`src/hw/toc_defs.svh`:
```
// register offsets, field positions and reset values of the output compare unit
`ifndef TOC_DEFS_SVH
`define TOC_DEFS_SVH

// ----------------------------------------------------------------
// register offsets
// ----------------------------------------------------------------
`define TOC_OFF_CTRL_A   4'h0
`define TOC_OFF_CTRL_B   4'h1
`define TOC_OFF_FORCE    4'h2
`define TOC_OFF_COUNT_L  4'h3
`define TOC_OFF_COUNT_H  4'h4
`define TOC_OFF_CMPA_L   4'h5
`define TOC_OFF_CMPA_H   4'h6
`define TOC_OFF_CMPB_L   4'h7
`define TOC_OFF_CMPB_H   4'h8
`define TOC_OFF_CAP_L    4'h9
`define TOC_OFF_CAP_H    4'hA
`define TOC_OFF_IRQ_EN   4'hB
`define TOC_OFF_FLAGS    4'hC
`define TOC_OFF_PIN_CTRL 4'hD

// ----------------------------------------------------------------
// field positions and fixed values
// ----------------------------------------------------------------
`define TOC_FORCE_A_BIT  7
`define TOC_FORCE_B_BIT  6
`define TOC_FLAG_OVF     0
`define TOC_CS_STOP      3'h0
`define TOC_COUNT_MAX    16'hFFFF
`define TOC_COUNT_ZERO   16'h0000
`define TOC_TOP_8BIT     16'h00FF
`define TOC_TOP_9BIT     16'h01FF
`define TOC_TOP_10BIT    16'h03FF
`define TOC_RST_STATE    '0
`define TOC_READ_IDLE    8'h00

`endif

```
`src/hw/toc_pkg.sv`:
```
// types shared by the output compare unit
package toc_pkg;

  // output action field codes
  typedef enum logic [1:0] {ACT_NONE, ACT_TOGGLE, ACT_CLEAR, ACT_SET} action_t;

  // where the counter TOP comes from
  typedef enum logic [1:0] {TOP_MAX, TOP_FIXED, TOP_CMPA, TOP_CAPTURE} top_src_t;

  // decoded waveform mode
  typedef struct packed {
    logic     pwm;
    logic     dual;
    logic     upd_bottom;
    top_src_t top_sel;
  } mode_info_t;

  // complete block state
  typedef struct packed {
    logic [15:0]      count;
    logic             count_down;
    logic             block;
    logic [1:0][15:0] cmp_act;
    logic [1:0][15:0] cmp_buf;
    logic [15:0]      capture;
    logic [7:0]       temp;
    logic [1:0]       latch;
    logic [2:0]       flags;
    logic [2:0]       irq_en;
    logic [3:0]       wgm;
    logic [2:0]       clk_sel;
    logic [1:0][1:0]  action;
    logic [1:0]       pin_dir;
    logic [1:0]       pin_data;
    logic [7:0]       rdata;
  } toc_state_t;

endpackage

```
`src/hw/timer_output_compare_unit.sv`:
```
// 16-bit timer counter with two output compare channels
`timescale 1ns/100ps
`include "toc_defs.svh"

module timer_output_compare_unit
  import toc_pkg::*;
(
  input  wire logic       MCLK,
  input  wire logic       RESET_N,
  input  wire logic [3:0] ADDR,
  input  wire logic [7:0] WDATA,
  input  wire logic       WR_STB,
  input  wire logic       RD_STB,
  output logic      [7:0] RDATA,
  input  wire logic       TIMER_TICK,
  input  wire logic [2:0] IRQ_ACK,
  output logic      [2:0] IRQ_REQ,
  output logic      [1:0] PIN_OUT,
  output logic      [1:0] PIN_OE
);

  // ----------------------------------------------------------------
  // mode decoding helpers
  // ----------------------------------------------------------------

  // classify the waveform mode; reserved code 13 behaves as normal
  function automatic mode_info_t decode(input logic [3:0] m);
    mode_info_t d;
    d = '{pwm: 1'b1, dual: 1'b0, upd_bottom: 1'b0, top_sel: TOP_FIXED};
    unique case (m)
      4'h0, 4'hD:
      begin
        d.pwm     = 1'b0;
        d.top_sel = TOP_MAX;
      end
      4'h1, 4'h2, 4'h3: d.dual = 1'b1;
      4'h4:
      begin
        d.pwm     = 1'b0;
        d.top_sel = TOP_CMPA;
      end
      4'h5, 4'h6, 4'h7: d.top_sel = TOP_FIXED;
      4'h8, 4'h9:
      begin
        d.dual       = 1'b1;
        d.upd_bottom = 1'b1;
        d.top_sel    = m[0] ? TOP_CMPA : TOP_CAPTURE;
      end
      4'hA, 4'hB:
      begin
        d.dual    = 1'b1;
        d.top_sel = m[0] ? TOP_CMPA : TOP_CAPTURE;
      end
      4'hC:
      begin
        d.pwm     = 1'b0;
        d.top_sel = TOP_CAPTURE;
      end
      4'hE, 4'hF: d.top_sel = m[0] ? TOP_CMPA : TOP_CAPTURE;
    endcase
    return d;
  endfunction

  // new latch value for a non-PWM match or a forced match
  function automatic logic plain_action(input logic [1:0] act, input logic cur);
    logic r;
    r = cur;
    unique case (action_t'(act))
      ACT_NONE:   r = cur;
      ACT_TOGGLE: r = ~cur;
      ACT_CLEAR:  r = 1'b0;
      ACT_SET:    r = 1'b1;
    endcase
    return r;
  endfunction

  // ----------------------------------------------------------------
  // state and derived signals
  // ----------------------------------------------------------------
  toc_state_t  state_reg;
  toc_state_t  state_next;
  mode_info_t  info;
  logic [15:0] top_val;
  logic        tick;
  logic        at_top;
  logic        at_bottom;
  logic [1:0]  hit;
  logic        cnt_write;
  logic [2:0]  flag_set;
  logic [2:0]  flag_clr;

  assign info = decode(state_reg.wgm);

  // clock select zero gates every tick away, the count stays accessible
  assign tick = TIMER_TICK && (state_reg.clk_sel != `TOC_CS_STOP);

  // TOP selection; channel A may define the period
  always_comb
  begin
    unique case (info.top_sel)
      TOP_MAX:     top_val = `TOC_COUNT_MAX;
      TOP_CMPA:    top_val = state_reg.cmp_act[0];
      TOP_CAPTURE: top_val = state_reg.capture;
      TOP_FIXED:   top_val = (state_reg.wgm[1:0] == 2'h1) ? `TOC_TOP_8BIT :
                             (state_reg.wgm[1:0] == 2'h2) ? `TOC_TOP_9BIT :
                             `TOC_TOP_10BIT;
    endcase
  end

  assign at_top    = state_reg.count == top_val;
  assign at_bottom = state_reg.count == `TOC_COUNT_ZERO;
  assign cnt_write = WR_STB && (ADDR == `TOC_OFF_COUNT_L);

  // per channel comparator and pin override
  for (genvar ch = 0; ch < 2; ch++)
  begin : g_chan
    // a tick right after a counter write sees no match at all
    assign hit[ch] = tick && !state_reg.block
                     && (state_reg.count == state_reg.cmp_act[ch]);
    // latch drives the pin only with a nonzero action; direction stays with software
    assign PIN_OUT[ch] = (state_reg.action[ch] != 2'h0) ? state_reg.latch[ch]
                                                        : state_reg.pin_data[ch];
    assign PIN_OE[ch]  = state_reg.pin_dir[ch];
  end

  assign IRQ_REQ = state_reg.flags & state_reg.irq_en;
  assign RDATA   = state_reg.rdata;

  // ----------------------------------------------------------------
  // next state
  // ----------------------------------------------------------------
  always_comb
  begin
    logic [15:0] wval;
    logic        buf_load;
    logic        ovf_set;
    state_next = state_reg;
    wval       = {state_reg.temp, WDATA};
    buf_load   = 1'b0;
    ovf_set    = 1'b0;
    flag_set   = 3'h0;
    state_next.rdata = `TOC_READ_IDLE;

    // counting sequence follows the waveform mode only
    if (tick)
    begin
      state_next.block = 1'b0;
      if (info.dual)
      begin
        if (!state_reg.count_down && at_top)
        begin
          state_next.count_down = 1'b1;
          state_next.count      = state_reg.count - 16'h0001;
          buf_load              = !info.upd_bottom;
        end
        else if (state_reg.count_down && at_bottom)
        begin
          state_next.count_down = 1'b0;
          state_next.count      = state_reg.count + 16'h0001;
          ovf_set               = 1'b1;
          buf_load              = info.upd_bottom;
        end
        else
        begin
          state_next.count = state_reg.count_down ? state_reg.count - 16'h0001
                                                  : state_reg.count + 16'h0001;
        end
      end
      else
      begin
        // normal mode has TOP at MAX, so this is a plain wrap to zero
        state_next.count_down = 1'b0;
        state_next.count = at_top ? `TOC_COUNT_ZERO
                                  : state_reg.count + 16'h0001;
        ovf_set  = info.pwm ? at_top
                            : (state_reg.count == `TOC_COUNT_MAX);
        buf_load = info.pwm && at_top;
      end
    end
    flag_set[`TOC_FLAG_OVF] = ovf_set;

    // compare matches and waveform actions per channel
    for (int ch = 0; ch < 2; ch++)
    begin
      if (buf_load)
        state_next.cmp_act[ch] = state_reg.cmp_buf[ch];
      if (hit[ch])
      begin
        flag_set[ch + 1] = 1'b1;
        // action read live, so a fresh setting acts on the next match
        if (!info.pwm)
        begin
          state_next.latch[ch] = plain_action(state_reg.action[ch],
                                              state_reg.latch[ch]);
        end
        else if (state_reg.action[ch] == ACT_CLEAR)
        begin
          state_next.latch[ch] = info.dual && state_reg.count_down;
        end
        else if (state_reg.action[ch] == ACT_SET)
        begin
          state_next.latch[ch] = !(info.dual && state_reg.count_down);
        end
      end
      // single slope PWM restores the level at the wrap, after any match
      if (tick && info.pwm && !info.dual && at_top)
      begin
        if (state_reg.action[ch] == ACT_CLEAR)
          state_next.latch[ch] = 1'b1;
        else if (state_reg.action[ch] == ACT_SET)
          state_next.latch[ch] = 1'b0;
      end
    end

    // force strobe: latch only, never flags or count
    if (WR_STB && (ADDR == `TOC_OFF_FORCE) && !info.pwm)
    begin
      if (WDATA[`TOC_FORCE_A_BIT])
        state_next.latch[0] = plain_action(state_reg.action[0], state_reg.latch[0]);
      if (WDATA[`TOC_FORCE_B_BIT])
        state_next.latch[1] = plain_action(state_reg.action[1], state_reg.latch[1]);
    end

    // flags: service or write-one clears, a coincident set wins
    flag_clr = IRQ_ACK;
    if (WR_STB && (ADDR == `TOC_OFF_FLAGS))
      flag_clr = flag_clr | WDATA[2:0];
    state_next.flags = (state_reg.flags & ~flag_clr) | flag_set;

    // register writes come last so they beat counting
    if (WR_STB)
    begin
      unique case (ADDR)
        `TOC_OFF_CTRL_A:
        begin
          // mode change leaves the latch as it is
          state_next.action[0] = WDATA[7:6];
          state_next.action[1] = WDATA[5:4];
          state_next.wgm[1:0]  = WDATA[1:0];
        end
        `TOC_OFF_CTRL_B:
        begin
          state_next.wgm[3:2] = WDATA[4:3];
          state_next.clk_sel  = WDATA[2:0];
        end
        `TOC_OFF_COUNT_L:
        begin
          state_next.count = wval;
          state_next.block = 1'b1;
        end
        `TOC_OFF_COUNT_H, `TOC_OFF_CMPA_H, `TOC_OFF_CMPB_H, `TOC_OFF_CAP_H:
          state_next.temp = WDATA;
        `TOC_OFF_CMPA_L, `TOC_OFF_CMPB_L:
        begin
          // buffer always follows writes; active only when unbuffered
          state_next.cmp_buf[ADDR == `TOC_OFF_CMPB_L] = wval;
          if (!info.pwm)
          begin
            state_next.cmp_act[ADDR == `TOC_OFF_CMPB_L] = wval;
          end
        end
        `TOC_OFF_CAP_L:  state_next.capture = wval;
        `TOC_OFF_IRQ_EN: state_next.irq_en = WDATA[2:0];
        `TOC_OFF_PIN_CTRL:
        begin
          state_next.pin_dir  = WDATA[1:0];
          state_next.pin_data = WDATA[3:2];
        end
        default:         state_next.temp = state_reg.temp;
      endcase
    end

    // reads answer one cycle later; low byte of count or capture fills temp
    if (RD_STB)
    begin
      unique case (ADDR)
        `TOC_OFF_CTRL_A:
        begin
          state_next.rdata = {state_reg.action[0], state_reg.action[1],
                              2'h0, state_reg.wgm[1:0]};
        end
        `TOC_OFF_CTRL_B: state_next.rdata = {3'h0, state_reg.wgm[3:2], state_reg.clk_sel};
        `TOC_OFF_COUNT_L:
        begin
          state_next.rdata = state_reg.count[7:0];
          state_next.temp  = state_reg.count[15:8];
        end
        `TOC_OFF_CAP_L:
        begin
          state_next.rdata = state_reg.capture[7:0];
          state_next.temp  = state_reg.capture[15:8];
        end
        `TOC_OFF_COUNT_H, `TOC_OFF_CAP_H: state_next.rdata = state_reg.temp;
        `TOC_OFF_CMPA_L: state_next.rdata = state_reg.cmp_buf[0][7:0];
        `TOC_OFF_CMPA_H: state_next.rdata = state_reg.cmp_buf[0][15:8];
        `TOC_OFF_CMPB_L: state_next.rdata = state_reg.cmp_buf[1][7:0];
        `TOC_OFF_CMPB_H: state_next.rdata = state_reg.cmp_buf[1][15:8];
        `TOC_OFF_IRQ_EN: state_next.rdata = {5'h00, state_reg.irq_en};
        `TOC_OFF_FLAGS:  state_next.rdata = {5'h00, state_reg.flags};
        `TOC_OFF_PIN_CTRL: state_next.rdata = {4'h0, state_reg.pin_data, state_reg.pin_dir};
        default:         state_next.rdata = `TOC_READ_IDLE;
      endcase
    end
  end

  // ----------------------------------------------------------------
  // state register
  // ----------------------------------------------------------------

  // reset clears everything, compare latches included
  always_ff @(posedge MCLK or negedge RESET_N)
  begin
    if (!RESET_N)
    begin
      state_reg <= `TOC_RST_STATE;
    end
    else
    begin
      state_reg <= state_next;
    end
  end

  // ----------------------------------------------------------------
  // checks
  // ----------------------------------------------------------------
  chk_match_sets_flag:
  assert property (@(posedge MCLK) disable iff (!RESET_N)
    hit[0] |=> state_reg.flags[1])
  else $error("channel A match did not set its flag");

  chk_block_after_write:
  assert property (@(posedge MCLK) disable iff (!RESET_N)
    (state_reg.block && tick && !WR_STB && IRQ_ACK == 3'h0)
    |=> $stable(state_reg.flags[2:1]))
  else $error("match seen on tick right after counter write");

  chk_irq_request:
  assert property (@(posedge MCLK) disable iff (!RESET_N)
    (IRQ_ACK[1] && !hit[0]) |=> !IRQ_REQ[1])
  else $error("serviced flag still requests an interrupt");

  chk_force_no_flag:
  assert property (@(posedge MCLK) disable iff (!RESET_N)
    (WR_STB && ADDR == `TOC_OFF_FORCE && !tick && IRQ_ACK == 3'h0)
    |=> $stable(state_reg.flags) && $stable(state_reg.count))
  else $error("force strobe touched flags or count");

  chk_action_none_hold:
  assert property (@(posedge MCLK) disable iff (!RESET_N)
    (hit[0] && state_reg.action[0] == 2'h0) |=> $stable(state_reg.latch[0]))
  else $error("latch moved with action none");

  chk_pin_override:
  assert property (@(posedge MCLK) disable iff (!RESET_N)
    (state_reg.action[0] != 2'h0) |-> (PIN_OUT[0] == state_reg.latch[0]))
  else $error("pin not overridden by compare latch");

  chk_normal_wrap:
  assert property (@(posedge MCLK) disable iff (!RESET_N)
    (state_reg.wgm == 4'h0 && tick && state_reg.count == `TOC_COUNT_MAX
     && !WR_STB && IRQ_ACK == 3'h0)
    |=> state_reg.count == `TOC_COUNT_ZERO && state_reg.flags[`TOC_FLAG_OVF])
  else $error("normal mode wrap or overflow flag wrong");

  chk_write_priority:
  assert property (@(posedge MCLK) disable iff (!RESET_N)
    cnt_write |=> state_reg.count == {$past(state_reg.temp), $past(WDATA)})
  else $error("counter write lost to counting");

  chk_set_beats_clear:
  assert property (@(posedge MCLK) disable iff (!RESET_N)
    (hit[0] && (IRQ_ACK[1] || (WR_STB && ADDR == `TOC_OFF_FLAGS && WDATA[1])))
    |=> state_reg.flags[1])
  else $error("flag clear beat coincident set");

  chk_stopped_holds:
  assert property (@(posedge MCLK) disable iff (!RESET_N)
    (state_reg.clk_sel == `TOC_CS_STOP && !cnt_write) |=> $stable(state_reg.count))
  else $error("counter moved while stopped");

endmodule

```
`config.mk`:
```
export PLATFORM = sky130hd
export DESIGN_NAME = timer_output_compare_unit
export DESIGN_NICKNAME = d
export VERILOG_FILES = /design/src/hw/toc_pkg.sv /design/src/hw/timer_output_compare_unit.sv
export VERILOG_INCLUDE_DIRS = /design/src /design/src/hw
export SDC_FILE = /design/constraint.sdc
export NUM_CORES = 1
export LEC_CHECK = 0
export ABC_AREA = 1
export ABC_CLOCK_PERIOD_IN_PS = 3300
export BUFFER_PORTS_ARGS = -buffer_cell sky130_fd_sc_hd__buf_2
export CAP_MARGIN = 20
export CELL_PAD_IN_SITES_DETAIL_PLACEMENT = 0
export CELL_PAD_IN_SITES_GLOBAL_PLACEMENT = 1
export CORE_MARGIN = 10
export CORE_UTILIZATION = 47
export CTS_BUF_LIST = sky130_fd_sc_hd__clkbuf_2
export CTS_CLUSTER_SIZE = 14
export DETAILED_ROUTE_END_ITERATION = 8
export GPL_TIMING_DRIVEN = 0
export PLACE_DENSITY = 0.91
export SYNTH_ARGS = -nofsm -noshare
export SYNTH_HDL_FRONTEND = slang
export SYNTH_SLANG_ARGS = --single-unit
```
`constraint.sdc`:
```
create_clock -name MCLK -period 3.3 [get_ports MCLK]
set_input_delay 0.495 -clock MCLK [delete_from_list [all_inputs] [get_ports MCLK]]
set_output_delay 0.495 -clock MCLK [all_outputs]
set_load 0.05 [all_outputs]
```
==> qor.csv, run 1 <==
metric,value,unit
yosys_warnings,0,
yosys_most_used_dff,dfrtp_1,
dp_hpwl,26250,um
clock_latency,760,ps
die_w,158.6,um
drv_cap,0,
syn_avg_cell_area,6.793,sq um
first_pass_iters,9,
vias,9627,
overflow,0,
clk_pin_slew,230,ps
max-clock-path-buffers,2,
fp-row-count,50,
yosys-top-cells-area,"dfrtp_1 (38%), nand2_1 (15%), nand3_1 (7.1%)",
worstHoldStart,IRQ_ACK[0],
core_area,18830,sq um
cp_cell_sequence,inv_4 -> ha_4 -> o21ai_4 -> nand2_4 -> nand2_4 -> nand2_4 -> nor2_4 -> buf_6 -> nand3_1 -> nand3_1 -> nand2_1 -> nor2_1 -> nand2_1 -> nor2_4 -> nand3_4 -> nand2_2 -> nand2_4 -> buf_6 -> buf_4 -> nand3_1 -> nand2_1 -> nor2_1 -> nor2_1,
cts.sinks,137,
setup.worst_path.end_class,flop,
dieArea,25150,sq um
ys_seq_area_share,37.98,%
yosys.area.top_type_share,37.98,%
clockRootBuffer,clkbuf_2,
hold_path.class,in2reg,
setup_viol,0,
n_fill_cell,1889,
critPathMaxFanout,8,
portBuffers,31,
crit_path_frequent_cell,nand2_4,
worstMarginPinSlew,826.7,ps
antenna_found_initial,2,
status,finished clean,
grt_pass1_wl,53070,um
final_hold_viol_count,0,
numCtsBuffers,17,
grt_max_degree,82,
synth_top_cell_by_area,dfrtp_1,
place_ws,-702.5,ps
syn_nets,1355,
die_h,158.6,um
synth_edf_count,0,
relSlewSlack,44.68,%
worst_path_max_delay_cell,dfrtp_2,
max_freq,309.8,MHz
boundaryPins,35,
rsz0062_at_grt,true,
grt_pass1_vias,8853,
layout-drive-gt1-share,14.02,%
startpoint,state_reg[19],
gp_congestion,0.9565,
synth_cells,1329,
path_buf_inv,4,
crit_path_start_kind,flop,
drc,0,
antenna_left,0,
synthToLayoutAreaGrowth,15.84,%
crit_family,simple AND/OR/NAND/NOR gates,
worst_ep_required_time,3960,ps
fin_ws,72.41,ps
p_per_area,756.0,nW/um^2
async_flop_share,100.0,%
cts-htree-levels,4,
fin_skew,36.26,ps
drv_slew,0,
cp.arrival,3890,ps
p_leak,5.132,nW
drt_iter0_markers,1198,
final_cell_mix,"nand2_1 (341), nor2_1 (148), inv_1 (147), dfrtp_1 (135), nand3_1 (116)",
cpPeakStageDelay,500,ps
track_usage,28.20,%
period_minus_slack,3228,ps
syn-cell-area,9027,sq um
routed_wl,35670,um
layout_commonest_cell,nand2_1,
worstSetupPathType,reg2reg,
start_util,47.94,%
fin_nets,1432,
vdd_drop_max,0.2731,mV
wl_per_cell,21.23,um
cts_tree,done,
final.period_utilization,97.81,%
total_power,7.906,mW
reg2reg_from,state_reg[19],
via_per_inst,5.730,
ys_types,40,
yosys_register_bits,137,
report_power, final:
group	internal [mW]	switching [mW]	total, mW
clock	0.503	0.714	1.22
combinational	1.38	2.55	3.93
sequential	2.20	0.564	2.76
cell usage after synthesis (4+ instances only):
master,instances
or2_2,14
a21oi_1,44
nor3_1,14
clkinv_1,11
nor2_1,154
nand4_1,16
buf_2,4
clkbuf_1,40
a31oi_1,5
nand2_2,5
a221oi_1,9
a21oi_2,11
xnor2_1,16
ha_1,6
o211ai_1,7
o21ai_0,97
buf_4,12
dfrtp_1,137
inv_1,152
xor2_1,25
nand2_1,353
nor4_1,8
nand3_1,128
o22ai_1,23
o31ai_1,8
layer usage:
metal	routed length [um]	part of all wire (%)	global-route usage, %
met5	0	0	0
met3	3169	8.9	4.803
met4	1606	4.5	12.17
met1	14870	42	38.35
met2	16030	45	43.23
worst min-delay path, cell delays in order:
cell       delay [ps]
buf_2              70
inv_1              30
o211ai_1           70
o2111ai_1         110
cells by family (layout without fill, tap and decap cells):
logic type	count (synthesis)	count (layout)	share of synthesized area [%]
adder cells (fa/ha/maj)	6	6	0.8316
AND/OR/NAND/NOR	704	704	33.07
buffers and inverters	225	315	10.16
flip-flops	137	137	37.98
AO/OA/AOI/OAI	216	216	13.98
XOR/XNOR	41	41	3.978
other	0	1	0
path summary, 6_finish.rpt:
path	endpoint	slack [ps]	cells past startpoint
worst max register to register	state_reg[95]	70	23
worst min register to register	state_reg[45]	520	2
worst min-delay path	state_reg[26]	40	4
worst max-delay path	state_reg[95]	70	23
min in group asynchronous	state_reg[121]	340	2
max in group asynchronous	state_reg[20]	2180	3
final cells by class:
type                    count  area (sq um)  area share, %
clock inverters            15         196.4          1.878
multi-input cells         967          5006          47.87
diodes                      1         2.502        0.02393
repair buffers             59         444.2          4.247
inverters                 166         635.6          6.078
clock buffers              17         85.08         0.8136
plain buffers              58         331.6          3.171
flip-flops and latches    137          3431          32.81
well taps                 260         325.3          3.111
metrics by stage:
stage               hold slack (ps)  utilization (%)  std cells  instance area [sq um]  TNS [ps]
finish                        44.18            55.53       1680                  10460         0
floorplan                     199.4                -       1329                   9027         0
global route                  3.747            55.53       1680                  10460     -2271
CTS                           24.96            53.42       1667                  10060    -11.19
global placement              461.0            50.49       1620                   9508    -74450
detailed placement            459.4            50.70       1622                   9547    -29830
what timing repair did:
item	4_1_cts	5_1_grt
resized for setup	37	80
gates cloned	1	1
endpoints found under the setup margin	52	51
pin swaps	8	20
hold endpoints to repair	84	0
hold buffers	4	0
buffers inserted	8	12
Power figures use the tool's default switching activity.
==> run 2, diff against run 1 <==
--- a/config.mk
+++ b/config.mk
@@ -12,6 +12,7 @@
 export CAP_MARGIN = 20
 export CELL_PAD_IN_SITES_DETAIL_PLACEMENT = 0
 export CELL_PAD_IN_SITES_GLOBAL_PLACEMENT = 1
+export CORE_ASPECT_RATIO = 1.5
 export CORE_MARGIN = 10
 export CORE_UTILIZATION = 47
 export CTS_BUF_LIST = sky130_fd_sc_hd__clkbuf_2
==> run 2 against run 1 <==
Via count up 0.18%. Routed wire length up 5.3%. Final area up 1.8%. Register-to-register slack worse by 60 ps. Die area up 0.45%. Non-clock buffer count up 16. Combinational power up 5.9%. Clock skew up 22 ps. Sequential power about the same. Count of clock-buffer cells in the layout up 2. Critical endpoint is now state_reg[109]. Core utilization up 0.46 points. Final cell count up 0.71%.
==> qor.csv, run 2 (synthesis results as in run 1) <==
metric,value,unit,change
p_per_area,742.6,nW/um^2,was 756.0 nW/um^2
die_w,133.2,um,was 158.6 um
setup.worst_path.end_class,flop,,unchanged
die_h,189.7,um,was 158.6 um
worstMarginPinSlew,1044,ps,was 826.7 ps
fin_nets,1448,,was 1432
layout-drive-gt1-share,16.38,%,was 14.02%
antenna_found_initial,1,,was 2
boundaryPins,35,,unchanged
routed_wl,37560,um,was 35670 um
portBuffers,31,,unchanged
antenna_left,0,,unchanged
worst_ep_required_time,4030,ps,was 3960 ps
grt_max_degree,98,,was 82
drt_iter0_markers,964,,was 1198
p_seq_share,34.5,%,was 34.9%
core_area,19010,sq um,was 18830 sq um
p_leak,5.208,nW,was 5.132 nW
n_fill_cell,1911,,was 1889
clock_latency,810,ps,was 760 ps
drv_cap,0,,unchanged
numCtsBuffers,17,,unchanged
vdd_drop_max,0.3518,mV,was 0.2731 mV
drv_slew,0,,unchanged
cp.arrival,4020,ps,was 3890 ps
cts-htree-levels,4,,unchanged
synthToLayoutAreaGrowth,17.89,%,was 15.84%
power_frac_comb,52.6,%,was 49.7%
critPathMaxFanout,10,,was 8
rsz0062_at_grt,true,,unchanged
clk_pin_slew,220,ps,was 230 ps
via_per_inst,5.700,,was 5.730
crit_path_start_kind,flop,,unchanged
wl_per_cell,22.20,um,was 21.23 um
dieArea,25270,sq um,was 25150 sq um
final.period_utilization,99.59,%,was 97.81%
hold_path.class,in2reg,,unchanged
drc,0,,unchanged
worstSetupPathType,reg2reg,,unchanged
cts.sinks,137,,unchanged
fin_skew,58.15,ps,was 36.26 ps
final_cell_mix,"nand2_1 (336), inv_1 (148), nor2_1 (144), dfrtp_1 (134), nand3_1 (117)",,"was nand2_1 (341), nor2_1 (148), inv_1 (147), dfrtp_1 (135), nand3_1 (116)"
layout_commonest_cell,nand2_1,,unchanged
period_minus_slack,3286,ps,was 3228 ps
vias,9644,,was 9627
start_util,47.50,%,was 47.94%
cts_tree,done,,unchanged
p_sw_share,50.09,%,was 48.42%
first_pass_iters,7,,was 9
relSlewSlack,30.15,%,was 44.68%
total_power,7.904,mW,was 7.906 mW
setup_viol,0,,unchanged
max-clock-path-buffers,2,,unchanged
track_usage,29.06,%,was 28.20%
max_freq,304.3,MHz,was 309.8 MHz
holdWs,33.79,ps,was 44.18 ps
grt_pass1_vias,9269,,was 8853
gp_congestion,1.056,,was 0.9565
dp_hpwl,27690,um,was 26250 um
final_hold_viol_count,0,,unchanged
p_sw,3.958,mW,was 3.828 mW
p_int,3.945,mW,was 4.078 mW
fp-row-count,62,,was 50
overflow,0,,unchanged
clockRootBuffer,clkbuf_2,,unchanged
p_clk_share,12.9,%,was 15.4%
status,finished clean,,unchanged
grt_pass1_wl,55710,um,was 53070 um
run 2: final timing paths:
path,slack (ps),cells after the start,end,start
setup / recovery,10,20,state_reg[109],state_reg[19]
hold / removal,30,3,flop,WDATA[0]
setup reg to reg,10,20,state_reg[109],state_reg[19]
hold reg to reg,520,2,state_reg[50],state_reg[50]
max in group asynchronous,2240,3,state_reg[20],RESET_N
min in group asynchronous,140,2,state_reg[128],RESET_N
run 2: per-stage QoR:
step	utilization (%)	worst slack, ps	instance area [sq um]	std cells	setup TNS, ps
2_1_floorplan	-	508.9	9027	1329	0
3_3_place_gp	50.00	-849.9	9503	1616	-79330
3_5_place_dp	50.22	-894.7	9544	1618	-40890
4_1_cts	53.54	6.637	10180	1673	0
5_1_grt	56.00	-215.7	10640	1692	-6440
6_report	56.00	13.68	10640	1692	0
run 2: area by class of cell:
| cell class | count | area [sq um] | area share (%) |
|---|---|---|---|
| sequential | 137 | 3432 | 32.25 |
| tap | 256 | 320.3 | 3.010 |
| buffer | 58 | 366.6 | 3.445 |
| antenna | 1 | 2.502 | 0.02351 |
| timing repair buffer | 75 | 603.1 | 5.667 |
| clock buffer | 19 | 95.09 | 0.8935 |
| multi-input combinational | 967 | 5069 | 47.63 |
| clock inverter | 13 | 121.4 | 1.140 |
| inverter | 166 | 633.1 | 5.949 |
run 2: what timing repair did:
action	in CTS	in global routing
cloned	1	1
gates resized for setup	64	80
endpoints found under the setup margin	52	51
hold endpoints to repair	44	0
pin swaps	15	28
hold buffers	4	0
setup buffers	19	17
run 2: power groups by stage:
| stage | clock network (mW) | logic (mW) | registers [mW] |
|---|---|---|---|
| 3_5_place_dp | 0 | 3.56 | 2.71 |
| 4_1_cts | 1.02 | 3.75 | 2.70 |
| 6_report | 1.02 | 4.16 | 2.73 |
| 2_1_floorplan | 0 | 2.61 | 2.52 |
| 3_3_place_gp | 0 | 3.51 | 2.70 |
| 5_1_grt | 1.09 | 4.54 | 2.79 |
run 2: layer usage:
| metal | vias to the layer above | track usage (%) | part of all wire [%] |
|---|---|---|---|
| li1 | 4498 | - | - |
| met1 | 4493 | 31.97 | 36 |
| met2 | 496 | 49.00 | 49 |
| met3 | 157 | 5.913 | 6.8 |
| met4 | 0 | 20.99 | 7.9 |
| met5 | - | 0 | 0 |
run 2: critical path, stage by stage (launching register included):
cell and delay, ps:
dfrtp_2 510, buf_6 150, ha_4 160, o21ai_4 190, nand2_4 100, nand2_4 80, nand2_4 60, nor2_4 190
buf_6 170, nand3b_1 120, nand3_2 110, nand2_2 100, nor2_2 130, nand2_2 70, nor2_4 190, nand4_4 230
buf_6 210, buf_8 150, a21oi_2 150, nor2_1 60, nor2_1 90
